## src/incskip_pkg.sv

```systemverilog
// Constants, types and operation list for the four-instruction executor
package incskip_pkg;
  localparam int unsigned INSTR_W = 12;
  localparam int unsigned DATA_W = 8;
  localparam int unsigned ADDR_W = 5;

  // Opcode match values and masks
  localparam logic [11:0] OP_MASK_REG = 12'hfe0;
  localparam logic [11:0] OP_MASK_ALL = 12'hfff;
  localparam logic [11:0] OP_INC_SKIP = 12'h3c0;
  localparam logic [11:0] OP_NOP = 12'h000;
  localparam logic [11:0] OP_NOT = 12'h260;
  localparam logic [11:0] OP_OR_REG = 12'h120;

  // Reset values and byte constants
  localparam logic [7:0] W_RESET = 8'h00;
  localparam logic ZERO_RESET = 1'b0;
  localparam logic [7:0] ALL_ONES = 8'hff;
  localparam logic [7:0] ZERO_BYTE = 8'h00;
  localparam logic [7:0] ONE_BYTE = 8'h01;

  // Decoded instruction
  typedef struct packed {
    logic inc_skip;
    logic nop;
    logic complement;
    logic or_into_reg;
    logic [4:0] addr;
  } decoded_t;

  // File register write request
  typedef struct packed {
    logic en;
    logic [4:0] addr;
    logic [7:0] data;
  } reg_write_t;

  // Executor states
  typedef enum logic [1:0] {
    ST_EXEC = 2'b01,
    ST_SKIP = 2'b10
  } exec_state_t;
endpackage
```

## src/incskip_decode.sv

```systemverilog
// Opcode decoder for the four-instruction executor
module incskip_decode (
  input wire logic [11:0] i_instr,
  output incskip_pkg::decoded_t o_dec
);
  import incskip_pkg::*;

  // Pattern match against a mask
  function automatic logic op_match(input logic [11:0] op,
                                    input logic [11:0] mask,
                                    input logic [11:0] value);
    op_match = ((op & mask) == value);
  endfunction

  // Instruction class and operand address
  always_comb begin
    o_dec.inc_skip = op_match(i_instr, OP_MASK_REG, OP_INC_SKIP);
    o_dec.nop = op_match(i_instr, OP_MASK_ALL, OP_NOP);
    o_dec.complement = op_match(i_instr, OP_MASK_REG, OP_NOT);
    o_dec.or_into_reg = op_match(i_instr, OP_MASK_REG, OP_OR_REG);
    o_dec.addr = i_instr[4:0];
  end
endmodule

```

## src/incskip_exec.sv

```systemverilog
// Executor for increment-skip, no-op, complement and OR-into-register
module incskip_exec (
  input wire logic i_sys_clk,
  input wire logic i_resetn,
  input wire logic i_instr_valid,
  input wire logic [11:0] i_instr,
  input wire logic [7:0] i_file_register_operand,
  output logic [4:0] o_reg_addr,
  output incskip_pkg::reg_write_t o_reg_write,
  output logic [7:0] o_w,
  output logic o_zero_flag,
  output logic o_skip_active,
  output logic o_retire
);
  import incskip_pkg::*;

  decoded_t dec;
  exec_state_t state_reg;
  logic take;
  logic discard;
  logic [7:0] inc_sum;
  logic [7:0] not_val;
  logic [7:0] or_val;
  reg_write_t wr_next;

  incskip_decode u_decode (
    .i_instr(i_instr),
    .o_dec(dec)
  );

  // Accept or discard presented words
  // no-op only retires
  assign take = i_instr_valid && (state_reg == ST_EXEC);
  assign discard = i_instr_valid && (state_reg == ST_SKIP);
  assign o_reg_addr = dec.addr;
  assign o_skip_active = (state_reg == ST_SKIP);

  // Operation results
  assign inc_sum = i_file_register_operand + ONE_BYTE;
  assign not_val = i_file_register_operand ^ ALL_ONES;
  assign or_val = i_file_register_operand | o_w;

  // Write-back selection
  always_comb begin
    wr_next.en = 1'b0;
    wr_next.addr = dec.addr;
    wr_next.data = ZERO_BYTE;
    if (take && dec.complement) begin
      wr_next.en = 1'b1;
      wr_next.data = not_val;
    end else if (take && dec.or_into_reg) begin
      wr_next.en = 1'b1;
      wr_next.data = or_val;
    end
  end

  // File register write port
  always_ff @(posedge i_sys_clk) begin
    if (!i_resetn) begin
      o_reg_write <= '0;
    end else begin
      o_reg_write <= wr_next;
    end
  end

  always_ff @(posedge i_sys_clk) begin
    if (!i_resetn) begin
      o_w <= W_RESET;
    end else if (take && dec.inc_skip) begin
      o_w <= inc_sum;
    end
  end

  // zero flag from complement or OR
  always_ff @(posedge i_sys_clk) begin
    if (!i_resetn) begin
      o_zero_flag <= ZERO_RESET;
    end else if (take && dec.complement) begin
      o_zero_flag <= (not_val == ZERO_BYTE);
    end else if (take && dec.or_into_reg) begin
      o_zero_flag <= (or_val == ZERO_BYTE);
    end
  end

  always_ff @(posedge i_sys_clk) begin
    if (!i_resetn) begin
      state_reg <= ST_EXEC;
    end else begin
      case (state_reg)
        ST_EXEC: begin
          if (take && dec.inc_skip && (inc_sum == ZERO_BYTE)) begin
            state_reg <= ST_SKIP;
          end
        end
        ST_SKIP: begin
          if (discard) begin
            state_reg <= ST_EXEC;
          end
        end
        default: begin
          state_reg <= ST_EXEC;
        end
      endcase
    end
  end

  // completion pulse, one cycle after the word, or one cycle after the discarded word on a skip
  always_ff @(posedge i_sys_clk) begin
    if (!i_resetn) begin
      o_retire <= 1'b0;
    end else begin
      o_retire <= discard ||
                  (take && !(dec.inc_skip && (inc_sum == ZERO_BYTE)));
    end
  end

  // Checks
  a_inc_loads_w: assert property (
    @(posedge i_sys_clk) disable iff (!i_resetn)
    take && dec.inc_skip |=> o_w == $past(inc_sum) && !o_reg_write.en
      && $stable(o_zero_flag))
    else $error("increment did not load W cleanly");

  a_skip_on_zero: assert property (
    @(posedge i_sys_clk) disable iff (!i_resetn)
    take && dec.inc_skip && inc_sum == ZERO_BYTE |=> o_skip_active)
    else $error("zero sum did not start skip");

  a_no_skip_nonzero: assert property (
    @(posedge i_sys_clk) disable iff (!i_resetn)
    take && dec.inc_skip && inc_sum != ZERO_BYTE |=> !o_skip_active
      && o_retire)
    else $error("nonzero sum skipped");

  a_skip_two_cycle: assert property (
    @(posedge i_sys_clk) disable iff (!i_resetn)
    o_skip_active && i_instr_valid |=> o_retire && !o_skip_active
      && $stable(o_w) && !o_reg_write.en)
    else $error("skipped word not discarded in one cycle");

  a_nop_quiet: assert property (
    @(posedge i_sys_clk) disable iff (!i_resetn)
    take && dec.nop |=> o_retire && !o_reg_write.en && $stable(o_w)
      && $stable(o_zero_flag) && !o_skip_active)
    else $error("no-op changed state");

  a_not_write: assert property (
    @(posedge i_sys_clk) disable iff (!i_resetn)
    take && dec.complement |=> o_reg_write.en
      && o_reg_write.data == ~$past(i_file_register_operand)
      && o_reg_write.addr == $past(i_instr[4:0]) && o_retire)
    else $error("complement write wrong");

  a_zero_flag: assert property (
    @(posedge i_sys_clk) disable iff (!i_resetn)
    take && (dec.complement || dec.or_into_reg) |=>
      o_zero_flag == (o_reg_write.data == ZERO_BYTE))
    else $error("zero flag mismatch");

  a_or_write: assert property (
    @(posedge i_sys_clk) disable iff (!i_resetn)
    take && dec.or_into_reg |=> o_reg_write.en && $stable(o_w)
      && o_reg_write.data == ($past(i_file_register_operand) | o_w))
    else $error("OR write wrong");

  a_addr_follows: assert property (
    @(posedge i_sys_clk) disable iff (!i_resetn)
    take && (dec.complement || dec.or_into_reg) |=>
      o_reg_write.addr == $past(i_instr[4:0]))
    else $error("write address not taken from opcode");

  a_rmw_one_cycle: assert property (
    @(posedge i_sys_clk) disable iff (!i_resetn)
    take && (dec.complement || dec.or_into_reg) |=>
      o_retire && !o_skip_active)
    else $error("read-modify-write not done in one cycle");

  a_skip_waits: assert property (
    @(posedge i_sys_clk) disable iff (!i_resetn)
    o_skip_active && !i_instr_valid |=>
      o_skip_active && !o_retire)
    else $error("skip ended without a presented word");

  a_skip_w_zero: assert property (
    @(posedge i_sys_clk) disable iff (!i_resetn)
    o_skip_active |->
      o_w == ZERO_BYTE)
    else $error("skip active with nonzero W");

  a_skip_no_retire: assert property (
    @(posedge i_sys_clk) disable iff (!i_resetn)
    take && dec.inc_skip && inc_sum == ZERO_BYTE |=>
      !o_retire)
    else $error("skipping increment retired after one cycle");

  a_idle_quiet: assert property (
    @(posedge i_sys_clk) disable iff (!i_resetn)
    !i_instr_valid |=>
      !o_retire && !o_reg_write.en && $stable(o_w))
    else $error("idle cycle changed state");

  a_not_keeps_w: assert property (
    @(posedge i_sys_clk) disable iff (!i_resetn)
    take && dec.complement |=>
      $stable(o_w) && !o_skip_active)
    else $error("complement touched W");

  a_not_zero_set: assert property (
    @(posedge i_sys_clk) disable iff (!i_resetn)
    take && dec.complement && i_file_register_operand == ALL_ONES |=>
      o_zero_flag)
    else $error("complement to zero left flag clear");

  a_unknown_quiet: assert property (
    @(posedge i_sys_clk) disable iff (!i_resetn)
    take && !(dec.inc_skip || dec.nop || dec.complement || dec.or_into_reg)
      |=> o_retire && !o_reg_write.en && $stable(o_w) && $stable(o_zero_flag))
    else $error("unknown opcode changed state");
endmodule

```

## config.mk

```make
export PLATFORM = sky130hd
export DESIGN_NAME = incskip_exec
export DESIGN_NICKNAME = d
export VERILOG_FILES = /design/src/incskip_pkg.sv /design/src/incskip_decode.sv /design/src/incskip_exec.sv
export SDC_FILE = /design/constraint.sdc
export NUM_CORES = 1
export LEC_CHECK = 0
export BUFFER_PORTS_ARGS = -buffer_cell sky130_fd_sc_hd__buf_2
export CAP_MARGIN = 10
export CORE_ASPECT_RATIO = 1.4
export CORE_MARGIN = 2
export CORE_UTILIZATION = 41
export CTS_BUF_LIST = sky130_fd_sc_hd__clkbuf_2 sky130_fd_sc_hd__clkbuf_4 sky130_fd_sc_hd__clkbuf_8
export CTS_CLUSTER_DIAMETER = 30
export DETAILED_ROUTE_END_ITERATION = 10
export PLACE_DENSITY = 0.72
export SYNTH_ARGS = -nofsm -noshare
export SYNTH_HDL_FRONTEND = slang
export SYNTH_SLANG_ARGS = --single-unit
export TNS_END_PERCENT = 30
```

## constraint.sdc

```tcl
create_clock -name i_sys_clk -period 1.5 [get_ports i_sys_clk]
set_input_delay 0.15 -clock i_sys_clk [delete_from_list [all_inputs] [get_ports i_sys_clk]]
set_output_delay 0.15 -clock i_sys_clk [all_outputs]
set_load 0.03 [all_outputs]
```

==> results of run 1 <==
## worst max path at each step
| stage | from | to | slack, ns |
|---|---|---|---|
| 2_1_floorplan | state_reg[1] | o_reg_write[6] | 0.01 |
| 3_3_place_gp | i_instr[6] | o_reg_write[0] | -0.04 |
| 3_5_place_dp | i_instr[6] | o_reg_write[2] | -0.10 |
| 4_1_cts | state_reg[1] | o_reg_write[2] | 0.004 |
| 5_1_grt | state_reg[1] | o_reg_write[6] | -0.01 |
| 6_report | state_reg[1] | o_reg_write[2] | 0.07 |
## cell families (layout without fill, tap and decap cells)
family                     Yosys count  after routing  synth area share, %
AOI/OAI and AO/OA                   26             26                 19.4
buffers and inverters               14             76                 6.38
muxes                                2              2                 1.57
adders and majority gates            1              1                0.982
xor gates and xnor gates             6              6                 4.13
DFF                                 26             26                 40.9
and+or+nand+nor                     52             52                 26.7
## placed cells by master, fill, tap and decap left out, types with 2 or more instances in the layout
cell type  Yosys  final
a211oi_1       5      4
a211oi_2       8      9
a21oi_1        2      2
and2_1         5      5
buf_12         0      2
buf_2          4     52
buf_4          6     15
clkbuf_8       0      4
dfxtp_1       26     25
inv_1          2      2
mux2i_1        2      2
nand2_1        3      3
nand3_1        5      5
nand4_1        2      2
nor2_1        10     10
nor3_1         8      8
nor4_1         5      5
nor4_4         2      2
o21ai_0        4      4
or2_2          2      2
xnor2_1        2      2
xor2_1         4      4
## routing by layer
metal,routed length (um),vias up
met1,1290,558
li1,-,593
met4,45,0
met3,205,4
met2,1710,48
met5,0,-
## critical path: cells and delay by family (launching register included)
kind,cells,cell delay [ns]
AOI/OAI and AO/OA,1,0.20
buffers and inverters,2,0.31
DFF,1,0.33
and+or+nand+nor,3,0.51
## where the power goes
part           total [mW]  leakage (nW)  internal [mW]  switching, mW
registers           0.702         0.211          0.699        0.00292
clock network       0.439        0.0288          0.234          0.204
logic               0.212         0.516         0.0834          0.129
total                1.35         0.755           1.02          0.336
## metrics by stage
step,area [um2],setup slack [ns],hold WS (ns),instances
after floorplan,1280,0.00993,0.243,127
after global placement,1640,-0.0372,0.370,218
after detailed placement,1640,-0.101,0.380,218
after CTS,1690,0.00390,0.100,222
after global routing,1750,-0.0102,0.100,226
final,1750,0.0702,0.105,226
## timing repair
item / CTS / global route
setup endpoints to repair: 0 / 10
gates resized for setup: 0 / 1
buffers inserted: 0 / 3
hold buffers: 0 / 0
## final cells by class
cell class	instances	area (um2)	share of cell area, %
well taps	37	46.3	2.65
clock buffers	4	55.1	3.15
multi-input cells	87	677	38.8
inverters	2	7.51	0.430
flip-flops and latches	26	522	29.9
repair buffers	70	438	25.1
==> flow_metrics.py, run 1 <==
metrics = {
    "timing": {
        "fmax_mhz": 699,
        "post-route-period-util_pct": 95.3,
        "fin_worst_skew_ns": 0.00183,
        "tightest_slew_ns": 0.406,
        "tns_ns": 0,
        "finalSetupViolCount": 0,
        "finalHoldViolCount": 0,
        "slew_headroom_pct": 72.9,
        "fin_crit_ns": 1.43,
        "rsz0062_at_grt": "yes",
        "drv_slew": 0,
    },
    "cts": {
        "cts.sinks": 26,
        "clk_path_buf_depth": 2,
        "clk_pin_slew_worst_paths_ns": 0.08,
        "cts_buffers": 3,
        "cts_tree": "yes",
        "clkLatencyLatePin_ns": 0.26,
        "cts-root-buf": "clkbuf_8",
        "htree_levels": 1,
    },
    "drt": {
        "drtAntennaViolNets": 0,
        "vias_per_cell": 5.32,
        "drc": 0,
        "drt-pass1-iter-count": 5,
        "drt-total-wl_mm": 3.25,
        "wl_per_cell_um": 14.4,
        "via_count": 1203,
        "drtIter0Drc": 29,
    },
    "outcome": {
        "outcome": "complete, no violations",
    },
    "yosys": {
        "yosysMostFrequentCell": "dfxtp_1",
        "synth_cell_type_count": 40,
        "synthArstFlopShare_pct": 0,
        "syn_area_um2": 1270,
        "synth_ff_type": "dfxtp_1",
        "synth_commonest_cells": "dfxtp_1, nor2_1, a211oi_2, nor3_1, buf_4",
        "netlist_instances": 127,
        "synth_top_cell_by_area": "dfxtp_1",
        "syn_nets": 151,
        "synth_area_leaders": "dfxtp_1, a211oi_2, buf_4",
        "ys_ff_latch": 26,
        "syn_avg_cell_area_um2": 10.0,
        "synth_seq_area_share_pct": 40.9,
        "synth_top_area_share_pct": 40.9,
        "ys.warnings.count": 0,
        "synth-edff-count": 0,
    },
    "global_route": {
        "grt_use_met2_pct": 34.5,
        "antenna_found_initial": 0,
        "grt_pass1_wl_mm": 5.27,
        "grtUsageMet1_pct": 20.5,
        "top_usage_layer": "met2",
        "overflow": 0,
        "grt_use_total_pct": 19.1,
        "grt_pass1_vias": 1216,
        "grt_use_met3_pct": 3.42,
        "grt_max_degree": 18,
    },
    "run": {
        "maxCapViolations": 0,
    },
    "hold_path": {
        "worst_hold_path.endpoint": "o_reg_write[8]",
        "holdCritPathClass": "input port to flip-flop",
        "holdPathStages": 2,
        "min_from": "i_instr[0]",
    },
    "setup_path": {
        "cp_max_fo": 8,
        "required_ns": 1.69,
        "reg2reg_setup_slack_ns": 0.07,
        "setup.worst_path.class": "flip-flop to flip-flop",
        "cp-start-kind": "flip-flop",
        "reg2reg_depth": 6,
        "reg2reg_from": "state_reg[1]",
        "endpoint_kind": "flip-flop",
        "crit_chain": "nand3b_4 > nor4_4 > buf_4 > buf_12 > nor3_1 > a211oi_2",
        "cp.arrival_ns": 1.62,
        "worst_path_max_delay_cell": "dfxtp_1",
        "slowest_delay_ns": 0.33,
        "r2r_end": "o_reg_write[2]",
    },
    "layout": {
        "drive_gt1_share_pct": 48.7,
        "nFillCells": 276,
        "antenna_cells": 0,
        "syn2layout_area_growth_pct": 37.0,
        "final_util_pct": 60.1,
        "largest_reg_flops": 14,
        "fin_nets": 214,
    },
    "place": {
        "dp.final_hpwl_mm": 2.57,
        "place_congestion": 0.900,
        "io_buffer_count": 52,
    },
    "die": {
        "pin_count": 53,
        "initial_utilization_pct": 43.8,
        "core.rowCount": 23,
        "die_area_um2": 3570,
        "die_h_um": 70.0,
        "core-area_um2": 2910,
        "chipWidth_um": 51.1,
    },
    "pwr": {
        "power_mw": 1.35,
        "vdd_drop_max_mv": 0.665,
        "power.density_nw_per_um2": 776,
        "p_leak_nw": 0.755,
    },
}
(Power assumes the default switching activity.)
==> run 2, diff against run 1 <==
--- a/config.mk
+++ b/config.mk
@@ -11,9 +11,8 @@
 export CORE_MARGIN = 2
 export CORE_UTILIZATION = 41
 export CTS_BUF_LIST = sky130_fd_sc_hd__clkbuf_2 sky130_fd_sc_hd__clkbuf_4 sky130_fd_sc_hd__clkbuf_8
-export CTS_CLUSTER_DIAMETER = 30
 export DETAILED_ROUTE_END_ITERATION = 10
-export PLACE_DENSITY = 0.72
+export PLACE_DENSITY = 0.73
 export SYNTH_ARGS = -nofsm -noshare
 export SYNTH_HDL_FRONTEND = slang
 export SYNTH_SLANG_ARGS = --single-unit
==> run 2 against run 1 <==
Compared with the run above: first-iteration DRC count up 52%; via count rose by 5.7%; sequential power hardly changed; sequential share of layout area decreased by 1.3 points; register-to-register slack lost 0.06 ns; highest routed layer unchanged; critical path depth stayed put; worst hold slack got worse by 0.015 ns; critical endpoint is now state_reg[0]; clock skew grew 0.0038 ns; non-clock buffer count is 5 higher; combinational power is 7% higher; cell area grew 5.4%; count of clock-buffer cells in the layout down 1.
==> flow_metrics.py, run 2 (same netlist as run 1, synthesis figures left out) <==
metrics = {
    "cts": {
        "cts_tree": "yes",
        "cts_buffers": 3,
        "cts.sinks": 26,
        "clk_pin_slew_worst_paths_ns": 0.09,
        "clkLatencyLatePin_ns": 0.28,
        "cts-root-buf": "clkbuf_8",
        "htree_levels": 1,
        "clk_path_buf_depth": 2,
    },
    "drt": {
        "wl_per_cell_um": 15.9,
        "via_count": 1271,
        "drc": 0,
        "vias_per_cell": 5.48,
        "drtAntennaViolNets": 0,
        "drtIter0Drc": 44,
        "drt-pass1-iter-count": 4,
        "drt-total-wl_mm": 3.70,
    },
    "die": {
        "core-area_um2": 2910,
        "core.rowCount": 23,
        "die_area_um2": 3570,
        "pin_count": 53,
        "die_h_um": 70.0,
        "initial_utilization_pct": 43.8,
        "chipWidth_um": 51.1,
    },
    "global_route": {
        "grt_use_total_pct": 19.8,
        "grt_pass1_vias": 1217,
        "antenna_found_initial": 0,
        "grt_pass1_wl_mm": 5.46,
        "overflow": 0,
        "grt_max_degree": 18,
    },
    "layout": {
        "syn2layout_area_growth_pct": 44.4,
        "antenna_cells": 0,
        "largest_reg_flops": 14,
        "seqCellArea_um2": 526,
        "layout.cells.non_filler": 232,
        "fin_nets": 220,
        "nFillCells": 255,
        "final_common_cell": "buf_2",
        "multi_input_comb_area_um2": 706,
        "drive_gt1_share_pct": 50.8,
        "final_cell_mix": "buf_2, dfxtp_1, buf_4",
    },
    "setup_path": {
        "crit_chain": "nand3b_4 > buf_4 > nor4_4 > buf_4 > clkbuf_16 > a41oi_1",
        "setup.worst_path.class": "flip-flop to flip-flop",
        "cp-start-kind": "flip-flop",
        "cp_max_fo": 8,
        "cp.arrival_ns": 1.62,
        "endpoint_kind": "flip-flop",
        "slowest_delay_ns": 0.33,
        "worst_path_max_delay_cell": "dfxtp_2",
        "required_ns": 1.63,
        "cpMostUsedCell": "buf_4",
    },
    "timing": {
        "fin_crit_ns": 1.49,
        "fin_worst_skew_ns": 0.00558,
        "finalHoldViolCount": 0,
        "finalSetupViolCount": 0,
        "fmax_mhz": 673,
        "rsz0062_at_grt": "yes",
        "tightest_slew_ns": 0.371,
        "slew_headroom_pct": 75.1,
        "post-route-period-util_pct": 99.1,
        "drv_slew": 0,
        "tns_ns": 0,
    },
    "pwr": {
        "power.density_nw_per_um2": 829,
        "vdd_drop_max_mv": 0.611,
        "p_leak_nw": 0.785,
    },
    "place": {
        "io_buffer_count": 52,
        "dp.final_hpwl_mm": 2.50,
        "place_congestion": 0.855,
        "dp_cells": 221,
    },
    "outcome": {
        "outcome": "complete, no violations",
    },
    "hold_path": {
        "holdCritPathClass": "input port to flip-flop",
    },
    "run": {
        "maxCapViolations": 0,
    },
}
-- run 2: path summary, 6_finish.rpt --
kind / endpoint / cells after the start / from / slack (ns)
hold / removal: o_reg_write[9] / 2 / i_instr[1] / 0.09
setup / recovery: state_reg[0] / 6 / state_reg[1] / 0.01
hold reg to reg: o_zero_flag / 2 / o_zero_flag / 0.54
setup reg to reg: state_reg[0] / 6 / state_reg[1] / 0.01
-- run 2: what timing repair did --
item / in CTS / in global routing
cloned: 1 / 1
endpoints found under the hold margin: 0 / 0
pin swaps: 3 / 5
resized for setup: 4 / 5
setup buffers: 3 / 2
setup endpoints to repair: 8 / 16
hold buffers: 0 / 0
-- run 2: area by class of cell --
type / instances / share of cell area (%)
Sequential cell: 26 / 28.6
Inverter: 2 / 0.408
Clock inverter: 1 / 1.63
Tap cell: 37 / 2.52
Timing Repair Buffer: 75 / 26.3
Multi-Input combinational cell: 88 / 38.4
Clock buffer: 3 / 2.24
-- run 2: metal layers --
layer | GRT usage (%) | share of wire, % | routed length (um) | vias up
li1 | - | - | - | 602
met3 | 2.14 | 4.9 | 183 | 9
met2 | 37.7 | 55 | 2040 | 56
met1 | 20.6 | 38 | 1400 | 604
met5 | 0 | 0 | 0 | -
met4 | 9.31 | 2.1 | 77 | 0
-- run 2: critical path: cells and delay by family, from the launching register on --
kind	cells	cell delay [ns]
AOI/OAI and AO/OA	1	0.12
buffers and inverters	3	0.48
DFF	1	0.33
and+or+nand+nor	2	0.40
-- run 2: report_power, final --
part           switching, mW  total [mW]  leakage (nW)  internal, mW
Combinational          0.137       0.227         0.538        0.0900
Clock                  0.239       0.597        0.0357         0.358
Sequential           0.00268       0.701         0.212         0.698
-- run 2: metrics by stage --
| stage | util, % | total power, mW | worst slack, ns | cell area, um2 | hold slack, ns |
|---|---|---|---|---|---|
| 3_5_place_dp | 57.1 | 0.933 | -0.110 | 1660 | 0.378 |
| 4_1_cts | 61.1 | 1.51 | -0.0288 | 1780 | 0.100 |
| 2_1_floorplan | - | 0.844 | 0.00993 | 1280 | 0.243 |
| 5_1_grt | 63.3 | 1.57 | -0.0312 | 1840 | 0.0954 |
| 3_3_place_gp | 57.1 | 0.926 | -0.0291 | 1660 | 0.370 |
| 6_report | 63.3 | 1.52 | 0.0141 | 1840 | 0.0897 |
==> run 3, diff against run 2 <==
--- a/config.mk
+++ b/config.mk
@@ -12,8 +12,9 @@
 export CORE_UTILIZATION = 41
 export CTS_BUF_LIST = sky130_fd_sc_hd__clkbuf_2 sky130_fd_sc_hd__clkbuf_4 sky130_fd_sc_hd__clkbuf_8
 export DETAILED_ROUTE_END_ITERATION = 10
-export PLACE_DENSITY = 0.73
+export PLACE_DENSITY = 0.72
 export SYNTH_ARGS = -nofsm -noshare
 export SYNTH_HDL_FRONTEND = slang
+export SYNTH_HIERARCHICAL = 1
 export SYNTH_SLANG_ARGS = --single-unit
 export TNS_END_PERCENT = 30
==> run 3 against run 2 <==
Compared with the run above: clock skew is 0.0028 ns lower; synthesized cell count is 13% higher; sequential cell count stayed put; first-iteration DRC count is 48% lower; power is 3.1% lower; register-to-register slack better by 0.16 ns; area after synthesis is 4.7% higher; combinational power is 12% lower; count of clock-buffer cells in the layout stayed put.
==> flow_metrics.py, run 3 <==
metrics = {
    "timing": {
        "rsz0062_at_grt": "no",
        "drv_slew": 0,
        "fin_crit_ns": 1.32,
        "tns_ns": 0,
        "fin_worst_skew_ns": 0.00277,
        "post-route-period-util_pct": 88.1,
        "finalHoldViolCount": 0,
        "fmax_mhz": 756,
        "finalSetupViolCount": 0,
        "slew_headroom_pct": 76.4,
        "tightest_slew_ns": 0.353,
    },
    "setup_path": {
        "cp_max_fo": 9,
        "worst_path_max_delay_cell": "dfxtp_1",
        "setup.worst_path.class": "flip-flop to flip-flop",
        "path_buf_inv": 0,
        "slowest_delay_ns": 0.33,
        "cp.arrival_ns": 1.48,
        "cp-start-kind": "flip-flop",
        "required_ns": 1.66,
        "crit_chain": "and3b_1 > nand3b_1 > a41oi_1 > nor3_1",
        "endpoint_kind": "flip-flop",
        "path_delay_family": "simple AND/OR/NAND/NOR gates",
    },
    "place": {
        "io_buffer_count": 52,
        "place_congestion": 0.882,
        "dp.final_hpwl_mm": 2.42,
        "placed_area_um2": 1590,
    },
    "yosys": {
        "syn_area_um2": 1330,
        "ys.warnings.count": 6,
        "syn_nets": 169,
        "syn_avg_cell_area_um2": 9.26,
        "netlist_instances": 144,
    },
    "global_route": {
        "grt_max_degree": 18,
        "overflow": 0,
        "grt_use_total_pct": 17.1,
        "grt_pass1_wl_mm": 5.04,
        "antenna_found_initial": 0,
        "grt_pass1_vias": 1221,
    },
    "cts": {
        "cts_buffers": 3,
        "cts_tree": "yes",
        "clkLatencyLatePin_ns": 0.27,
        "cts.repair.resized": 0,
        "htree_levels": 1,
        "post-cts-setup-buffers": 0,
        "clk_path_buf_depth": 2,
        "cts.sinks": 26,
        "cts-root-buf": "clkbuf_8",
        "cts_hold_buf": 0,
        "clk_pin_slew_worst_paths_ns": 0.09,
    },
    "layout": {
        "nFillCells": 324,
        "syn2layout_area_growth_pct": 24.7,
        "largest_reg_flops": 14,
        "seqCellArea_um2": 520,
        "fin_nets": 217,
        "drive_gt1_share_pct": 37.7,
        "antenna_cells": 0,
        "final_util_pct": 53.2,
        "fin_area_um2": 1660,
        "multi_input_comb_area_um2": 693,
        "final_cell_mix": "buf_2, nor2_1, dfxtp_1",
        "final_common_cell": "buf_2",
    },
    "die": {
        "initial_utilization_pct": 42.7,
        "core.rowCount": 24,
        "die_area_um2": 3730,
        "chipWidth_um": 52.2,
        "die_h_um": 71.5,
        "core-area_um2": 3120,
        "pin_count": 53,
    },
    "run": {
        "maxCapViolations": 0,
    },
    "hold_path": {
        "holdCritPathClass": "input port to flip-flop",
    },
    "drt": {
        "vias_per_cell": 5.23,
        "drtIter0Drc": 23,
        "via_count": 1202,
        "drtAntennaViolNets": 0,
        "drt-total-wl_mm": 3.05,
        "wl_per_cell_um": 13.2,
        "drc": 0,
        "drt-pass1-iter-count": 4,
    },
    "pwr": {
        "power.density_nw_per_um2": 888,
        "vdd_drop_max_mv": 0.550,
        "p_leak_nw": 0.749,
    },
    "outcome": {
        "outcome": "complete, no violations",
    },
}
==> run 3: layout make-up <==
class                   count  area share, %
multi-input cells         100           41.7
flip-flops and latches     26           31.3
repair buffers             58           19.1
well taps                  39           2.93
clock buffers               3           2.48
clock inverters             1           1.81
inverters                   3          0.677
==> run 3: power breakdown <==
| part | switching, mW | internal, mW |
|---|---|---|
| sequential | 0.00262 | 0.700 |
| combinational | 0.126 | 0.0738 |
| clock | 0.217 | 0.357 |
==> run 3: per-stage QoR <==
stage / setup slack [ns] / cells / total power, mW / hold slack (ns)
floorplan: 0.153 / 144 / 0.856 / 0.242
global placement: 0.0786 / 226 / 0.912 / 0.369
detailed placement: 0.0371 / 226 / 0.918 / 0.373
CTS: 0.180 / 230 / 1.49 / 0.0914
global route: 0.0573 / 230 / 1.53 / 0.0968
finish: 0.178 / 230 / 1.48 / 0.0945
==> run 3: per-layer routing <==
layer | vias to the layer above | share of wire (%) | global-route usage [%]
met1 | 571 | 38 | 18.4
met2 | 24 | 58 | 33.3
met3 | 6 | 2.9 | 1.88
li1 | 601 | - | -
met4 | 0 | 1.5 | 5.41
met5 | - | 0 | 0
==> run 3: final timing paths <==
path | start | slack, ns | cells past startpoint | end
min | i_instr[0] | 0.09 | 2 | o_reg_write[8]
min reg2reg | o_w[1] | 0.54 | 2 | o_w[1]
max reg2reg | state_reg[1] | 0.18 | 4 | o_zero_flag
max | state_reg[1] | 0.18 | 4 | o_zero_flag
==> run 3: worst reg2reg max path, cell delays in order, from the launching register on <==
cell,delay [ns]
dfxtp_1,0.33
and3b_1,0.27
nand3b_1,0.28
a41oi_1,0.27
nor3_1,0.07
